`src/pkg/hbw_pkg.sv`:
```
/*
  Constants and carrier types for the host bus word assembly port.
  Assumes a single 100 MHz clock and a synchronous active-low reset.
*/
package hbw_pkg;
  localparam int HBW_ADDR_W = 4;
  localparam int HBW_WORD_W = 28;
  localparam int HBW_HALF_W = 16;
  localparam int HBW_REGS = 16;
  localparam logic [3:0] HBW_ADR_CFG4 = 4'h4;
  localparam logic [3:0] HBW_ADR_FIFO1 = 4'h8;
  localparam logic [3:0] HBW_ADR_FIFO2 = 4'h9;
  localparam logic [3:0] HBW_ADR_BUS16 = 4'he;
  localparam int HBW_BUS16_BIT = 4;
  localparam int HBW_MRESET_BIT = 22;
  localparam int HBW_ALUTRIG_BIT = 24;
  localparam int HBW_QUIET_BIT = 25;
  localparam int HBW_RESULT_W = 23;
  localparam logic [27:0] HBW_REG_RST = 28'h0000000;
  localparam int HBW_PROC_NS = 900;
  localparam int HBW_CLK_MHZ = 100;
  localparam int HBW_PROC_CYC = (HBW_PROC_NS * HBW_CLK_MHZ + 999) / 1000;

  typedef struct packed {
    logic cs_n;
    logic rd_n;
    logic wr_n;
    logic [3:0] addr;
    logic [15:0] data;
  } hbw_bus_t;

  typedef enum logic [1:0] {
    HBW_IDLE = 2'b00,
    HBW_WAIT = 2'b01,
    HBW_PROC = 2'b10
  } hbw_state_t;
endpackage

```
`src/hbw_regfile.sv`:
```
/*
  Sixteen-entry register store of 28-bit words, registered read data.
  Assumes writes and reads come from the port logic on the same clock.
*/
`timescale 1ns/1ps
module hbw_regfile
  import hbw_pkg::*;
#(
  parameter int DEPTH = HBW_REGS
)
(
  // Clock and reset
  input wire logic clk,
  input wire logic nrst,
  // Write side
  input wire logic we,
  input wire logic [3:0] waddr,
  input wire logic [27:0] wdata,
  // Read side
  input wire logic [3:0] raddr,
  output logic [27:0] rdata
);
  initial
  begin
    if (DEPTH != 16)
      $error("DEPTH must be 16 for a 4-bit address");
  end

  logic [27:0] mem_r [DEPTH];

  genvar gi;
  generate
    for (gi = 0; gi < DEPTH; gi++)
    begin : g_ent
      always_ff @(posedge clk)
      begin
        if (!nrst)
          mem_r[gi] <= HBW_REG_RST;
        else if (we && waddr == 4'(gi))
          mem_r[gi] <= wdata;
      end
    end
  endgenerate

  always_ff @(posedge clk)
  begin
    if (!nrst)
      rdata <= HBW_REG_RST;
    else
      rdata <= mem_r[raddr];
  end
endmodule

```
`src/hbw_port.sv`:
```
/*
  Parallel host port: single 16-bit or 2x16-bit word assembly with chip-select
  gated latch pointer, master reset, deferred processing trigger and
  result readout. Assumes host strobes and select are asynchronous pins.
*/
// Overview of operation
// - Register 14 bit 4 selects 16-bit bus
// - Each selected strobe in 16-bit mode flips low/high latch pointer
// - Pointer frozen while chip select high
// - Deselected strobes store no data
// - Leaving 16-bit mode resets pointer low
// - Result spans 2^23 fine bins
// - Master reset keeps configuration registers
// - Deferred processing waits for trigger
// - Buffer one at 8, two at 9
`timescale 1ns/1ps
module hbw_port
  import hbw_pkg::*;
#(
  parameter int PROC_CYC = HBW_PROC_CYC
)
(
  // Clock and reset
  input wire logic clk,
  input wire logic nrst,
  // Host bus pins
  input wire logic chip_select_low,
  input wire logic read_strobe_low,
  input wire logic write_strobe_low,
  input wire logic [3:0] addr,
  input wire logic [15:0] data_in,
  output logic [15:0] data_out,
  output logic data_oe,
  // Measurement core side
  input wire logic alu_trigger_pin,
  input wire logic [22:0] meas_result1,
  input wire logic [22:0] meas_result2,
  input wire logic meas_ready,
  // Status
  output logic buffer_empty_flag,
  output logic bus16_mode,
  output logic master_reset_pulse
);
  initial
  begin
    if (PROC_CYC < 1 || PROC_CYC > 65535)
      $error("PROC_CYC must fit the 16-bit countdown");
  end

  hbw_bus_t s1_r, s2_r, s3_r;
  logic trg1_r, trg2_r, trg3_r;
  always_ff @(posedge clk)
  begin
    if (!nrst)
    begin
      s1_r <= '{cs_n: 1'b1, rd_n: 1'b1, wr_n: 1'b1, addr: 4'h0, data: 16'h0000};
      s2_r <= '{cs_n: 1'b1, rd_n: 1'b1, wr_n: 1'b1, addr: 4'h0, data: 16'h0000};
      s3_r <= '{cs_n: 1'b1, rd_n: 1'b1, wr_n: 1'b1, addr: 4'h0, data: 16'h0000};
      trg1_r <= 1'b0;
      trg2_r <= 1'b0;
      trg3_r <= 1'b0;
    end
    else
    begin
      s1_r <= '{cs_n: chip_select_low, rd_n: read_strobe_low, wr_n: write_strobe_low,
                addr: addr, data: data_in};
      s2_r <= s1_r;
      s3_r <= s2_r;
      trg1_r <= alu_trigger_pin;
      trg2_r <= trg1_r;
      trg3_r <= trg2_r;
    end
  end

  // Act on strobe release so data has settled; select sampled alongside
  wire logic rd_end = !s3_r.rd_n && s2_r.rd_n;
  wire logic wr_end = !s3_r.wr_n && s2_r.wr_n;
  wire logic sel = !s3_r.cs_n;
  wire logic acc_rd = rd_end && sel;
  wire logic acc_wr = wr_end && sel;

  logic mode16_r;
  logic ptr_hi_r;
  logic [15:0] low_r;
  logic [27:0] rd_word;
  logic [27:0] cfg4_q;
  logic full_we;
  logic [27:0] full_wd;

  wire logic [27:0] wr_assembled = mode16_r ? {s3_r.data[11:0], low_r} : {12'h000, s3_r.data};
  always_comb
  begin
    full_we = acc_wr && (!mode16_r || ptr_hi_r);
    full_wd = wr_assembled;
  end

  // Only the select-gated access moves the pointer, fixing the stray toggle
  always_ff @(posedge clk)
  begin
    if (!nrst || !mode16_r)
      ptr_hi_r <= 1'b0;
    else if (acc_rd || acc_wr)
      ptr_hi_r <= !ptr_hi_r;
  end

  always_ff @(posedge clk)
  begin
    if (!nrst)
      low_r <= 16'h0000;
    else if (acc_wr && mode16_r && !ptr_hi_r)
      low_r <= s3_r.data;
  end

  always_ff @(posedge clk)
  begin
    if (!nrst)
      mode16_r <= 1'b0;
    else if (full_we && s3_r.addr == HBW_ADR_BUS16)
      mode16_r <= full_wd[HBW_BUS16_BIT];
  end

  hbw_regfile #(.DEPTH(HBW_REGS)) u_regs (
    .clk(clk),
    .nrst(nrst),
    .we(full_we),
    .waddr(s3_r.addr),
    .wdata(full_wd),
    .raddr(HBW_ADR_CFG4),
    .rdata(cfg4_q)
  );

  // Master reset and software trigger from a register 4 write
  wire logic wr4 = full_we && s3_r.addr == HBW_ADR_CFG4;
  wire logic mreset = wr4 && full_wd[HBW_MRESET_BIT];
  wire logic sw_trig = wr4 && full_wd[HBW_ALUTRIG_BIT];
  wire logic quiet = cfg4_q[HBW_QUIET_BIT];
  wire logic trig = sw_trig || (trg2_r && !trg3_r);

  hbw_state_t st_r;
  logic [15:0] cnt_r;
  logic [22:0] res1_r, res2_r;
  logic [1:0] full_r;
  always_ff @(posedge clk)
  begin
    if (!nrst || mreset)
    begin
      st_r <= HBW_IDLE;
      cnt_r <= 16'h0000;
      res1_r <= 23'h000000;
      res2_r <= 23'h000000;
      full_r <= 2'b00;
    end
    else
    begin
      // Read clear first, so a result landing in the same cycle wins
      if (acc_rd && (!mode16_r || ptr_hi_r))
      begin
        if (s3_r.addr == HBW_ADR_FIFO1)
          full_r[0] <= 1'b0;
        else if (s3_r.addr == HBW_ADR_FIFO2)
          full_r[1] <= 1'b0;
      end
      unique case (st_r)
        HBW_IDLE:
          if (meas_ready)
          begin
            res1_r <= meas_result1;
            res2_r <= meas_result2;
            st_r <= quiet ? HBW_WAIT : HBW_PROC;
            cnt_r <= 16'(PROC_CYC);
          end
        HBW_WAIT:
          if (trig)
            st_r <= HBW_PROC;
        HBW_PROC:
          if (cnt_r <= 16'h0001)
          begin
            full_r <= 2'b11;
            st_r <= HBW_IDLE;
          end
          else
            cnt_r <= cnt_r - 16'h0001;
      endcase
    end
  end

  always_comb
  begin
    unique case (s2_r.addr)
      HBW_ADR_FIFO1: rd_word = {5'h00, res1_r};
      HBW_ADR_FIFO2: rd_word = {5'h00, res2_r};
      default: rd_word = 28'h0000000;
    endcase
  end

  always_ff @(posedge clk)
  begin
    if (!nrst)
    begin
      data_out <= 16'h0000;
      data_oe <= 1'b0;
      buffer_empty_flag <= 1'b1;
      bus16_mode <= 1'b0;
      master_reset_pulse <= 1'b0;
    end
    else
    begin
      data_out <= (mode16_r && ptr_hi_r) ? {4'h0, rd_word[27:16]} : rd_word[15:0];
      data_oe <= !s2_r.cs_n && !s2_r.rd_n;
      buffer_empty_flag <= !full_r[0];
      bus16_mode <= mode16_r;
      master_reset_pulse <= mreset;
    end
  end

  ptr_gate_a: assert property (@(posedge clk) disable iff (!nrst)
    (s3_r.cs_n && mode16_r && !mreset) |=> $stable(ptr_hi_r))
    else $error("pointer toggled while deselected");
  ptr_flip_a: assert property (@(posedge clk) disable iff (!nrst)
    (acc_wr && mode16_r && $past(mode16_r)) |=> (ptr_hi_r != $past(ptr_hi_r) || !mode16_r))
    else $error("pointer did not flip on access");
  ptr_off_a: assert property (@(posedge clk) disable iff (!nrst)
    !mode16_r |=> !ptr_hi_r)
    else $error("pointer not low outside 16-bit mode");
  no_store_a: assert property (@(posedge clk) disable iff (!nrst)
    s3_r.cs_n |-> !full_we)
    else $error("store while deselected");
  mode_set_a: assert property (@(posedge clk) disable iff (!nrst)
    (full_we && s3_r.addr == HBW_ADR_BUS16) |=> mode16_r == $past(full_wd[HBW_BUS16_BIT]))
    else $error("bus width not updated");
  wait_trig_a: assert property (@(posedge clk) disable iff (!nrst)
    (st_r == HBW_WAIT && !trig && !mreset) |=> st_r == HBW_WAIT)
    else $error("processing began without trigger");
  mreset_clr_a: assert property (@(posedge clk) disable iff (!nrst)
    mreset |=> (st_r == HBW_IDLE && full_r == 2'b00 ##1 buffer_empty_flag))
    else $error("master reset did not clear state");
  half_low_a: assert property (@(posedge clk) disable iff (!nrst)
    (acc_wr && mode16_r && !ptr_hi_r) |=> low_r == $past(s3_r.data))
    else $error("low half-word not latched");
  cov16_c: cover property (@(posedge clk) disable iff (!nrst) full_we && mode16_r);
  covtrig_c: cover property (@(posedge clk) disable iff (!nrst) st_r == HBW_WAIT ##1 st_r == HBW_PROC);
  covdesel_c: cover property (@(posedge clk) disable iff (!nrst) wr_end && !sel && mode16_r);
endmodule

```
`config.mk`:
```
export PLATFORM = sky130hd
export DESIGN_NAME = hbw_port
export DESIGN_NICKNAME = d
export VERILOG_FILES = /design/src/pkg/hbw_pkg.sv /design/src/hbw_regfile.sv /design/src/hbw_port.sv
export SDC_FILE = /design/constraint.sdc
export NUM_CORES = 1
export LEC_CHECK = 0
export ABC_AREA = 1
export ABC_CLOCK_PERIOD_IN_PS = 5000
export CORE_MARGIN = 3
export CORE_UTILIZATION = 48
export CTS_CLUSTER_DIAMETER = 30
export CTS_CLUSTER_SIZE = 14
export DETAILED_ROUTE_END_ITERATION = 6
export DONT_BUFFER_PORTS = 1
export PLACE_DENSITY_LB_ADDON = 0.05
export SLEW_MARGIN = 20
export SYNTH_ARGS = -nofsm -noshare
export SYNTH_HDL_FRONTEND = slang
export SYNTH_HIERARCHICAL = 1
export SYNTH_SLANG_ARGS = --single-unit
```
`constraint.sdc`:
```
create_clock -name clk -period 5 [get_ports clk]
set_clock_uncertainty 0.15 [all_clocks]
set_input_delay 0 -clock clk [delete_from_list [all_inputs] [get_ports clk]]
set_output_delay 0 -clock clk [all_outputs]
set_load 0.02 [all_outputs]
```
==> results.md <==
- Min-Delay Path Class: in2reg
- FF-to-FF End: res1_r[8]
- Pleak: 3.56 nW
- Fin. Hold Viols: 0
- Final setup fails: 0
- Die height: 123 um
- Worst EP arrival: 3530 ps
- Filler instances: 1,175
- Setup TNS: 0 ps
- PD cells: 485 mW/mm^2
- Mapped Cells: 919
- Row count: 42
- DR iter-0 viols: 403
- Hold path depth: 3
- # DRC: 0
- First-pass GRT wire length: 24.5 mm
- GP Congestion: 0.791
- WL final: 15.2 mm
- Layout cell share with drive strength beyond 1: 0.0936
- All-layer global routing usage: 0.206
- End of the worst hold path: s1_r[8]
- Worst slack at placement: 2210 ps
- NumNets Final: 1,037
- Antenna viol nets, final: 0
- Total of max-cap violations: 0
- Clk slew on worst S/H paths: 60 ps
- Overall power: 3.94 mW
- Post-DP HPWL: 9.23 mm
- CP startpoint: s3_r[22]
- Via count: 5,522
- Initial core utilization: 0.492
- Vias in the first global route: 5,247
- Worst Min Path Start: data_in[8]
- Sequential cell area: 0.00298 mm^2
- I/O Pins: 93
- Largest net degree at the start of global routing: 75
- Clock Tree Root: clkbuf_16
- Die Wd: 123 um
- Initial antenna violation count: 0
- Num CTS Buffers: 17
- Via density per instance: 4.81
- Inserted Diodes: 0
- Slowest stage delay, CP: 610 ps
- Mapped Area: 0.00654 mm^2
- Worst endpoint required time: 5150 ps
- Slew @ Worst Pin: 1120 ps
- Critical Path Sink Type: register
- Area grow syn2layout: 24.2%
- Critical path type: reg2reg
- Grt total ovfl: 0
- Fmax achieved: 296 MHz
- Drt pass-1 iters: 5
- Die area: 0.0151 mm^2
- Core box area: 0.0133 mm^2
- Rel. slew slack: 0.254
- Avg Inst Size Synth: 7.12 um^2
- Placed inst area: 0.00634 mm^2
- Max FO, Critical Path: 32
- Clock sink count: 141
- Crit start category: register
- Critical path, cell by cell: nor2_1 -> nand2_1 -> nor2_2 -> nand3_1 -> nand2_2 -> buf_4 -> a21oi_1 -> dlygate4sd3_1
- Setup WS post-layout: 1630 ps
- Synth warn: 6
- Reg2reg start: s3_r[22]
- Wire per inst: 13.2 um
- Finished Cell Area: 0.00813 mm^2
- Max-slew violations: 0
- CP top delay family: simple AND/OR/NAND/NOR gates
- Count of input and output buffers: 0
- Fin crit share: 0.675
- Clock Latency Late Sink: 420 ps
- CTS tree: yes
- Deepest clock path buffer count: 2
- RSZ-0062 raised after global routing: no
- Crit-path slowest cell: nor2_2
- Buf/Inv on CP: 2
- CTS H-tree lvls: 4
- Status: completed
- Maximum vdd drop: 0.000289 V
- Path depth of the worst reg2reg path: 8
- R2R Setup Slk: 1630 ps
- Area occupied by multi-input gates: 0.00257 mm^2
- Fin crit period: 3370 ps
==> worst max-delay path by stage <==
stage                          end  slack [ps]  cells past startpoint
3_5_place_dp            res1_r[11]        2210                      7
3_3_place_gp            res1_r[12]        2260                      7
2_1_floorplan  u_regs/mem_r[0][25]        3270                      7
4_1_cts                 res1_r[11]        1660                      8
5_1_grt                  res1_r[8]        1370                      8
6_report                 res1_r[8]        1630                      8
==> per-stage QoR <==
stage               cells  utilization  hold slack, ps
floorplan             923            -           -52.4
global placement     1005        0.477           -71.5
detailed placement   1005        0.477           -65.5
CTS                  1148        0.611            52.4
global route         1148        0.611            57.3
finish               1148        0.611            60.5
==> per-layer routing <==
layer  global-route usage  share of wire  up-vias
li1                     -              -     2843
met1                0.260           0.45     2533
met2                0.342           0.49      127
met3               0.0516          0.045       19
met4               0.0735          0.014        0
met5                    0              0        -
==> worst reg2reg max path: stages (launching register included) <==
cell,delay [ps]
dfxtp_1,310
nor2_1,90
nand2_1,140
nor2_2,610
nand3_1,250
nand2_2,530
buf_4,470
a21oi_1,100
dlygate4sd3_1,600
==> report_power, final <==
| group | switching [mW] | internal (mW) |
|---|---|---|
| Sequential | 0.0925 | 1.27 |
| Combinational | 0.731 | 0.436 |
| Clock | 0.511 | 0.896 |
| Total | 1.33 | 2.61 |
==> area by class of cell <==
type / instances / area share
inverters: 145 / 0.0670
multi-input cells: 540 / 0.316
clock buffers: 17 / 0.0523
clock inverters: 15 / 0.0286
repair buffers: 114 / 0.142
well taps: 176 / 0.0271
flip-flops and latches: 141 / 0.367
==> repair_timing <==
item | CTS | global route
endpoints found under the hold margin | 148 | 0
buffers inserted | 0 | 0
resized for setup | 0 | 0
hold buffers | 111 | 0
==> sequential cells by signal (all words and copies together) (netlist names), 2 cells and up <==
name and flops:
cnt_r 16, data_out 16, res1_r 23, res2_r 23, s1_r 11, s2_r 11, s3_r 11, st_r 2
u_regs/mem_r 16
==> cells in the final DEF, fill, tap and decap left out, types with 3 or more instances in the layout <==
cell type      instances
clkbuf_16             17
buf_4                  3
nand4_2                8
nor2_4                 3
nand2_1              234
nand4_1                3
a21oi_1               60
dlygate4sd3_1        110
nand3_1               38
or2_2                 11
nor2_1                93
inv_1                137
inv_2                  7
o21ai_0               20
ha_1                   5
nand3_2                8
edfxtp_1              16
o22ai_1               23
conb_1                 6
dfxtp_1              125
nor2_2                11
bufinv_16              5
inv_6                  5
(Power assumes the default switching activity.)
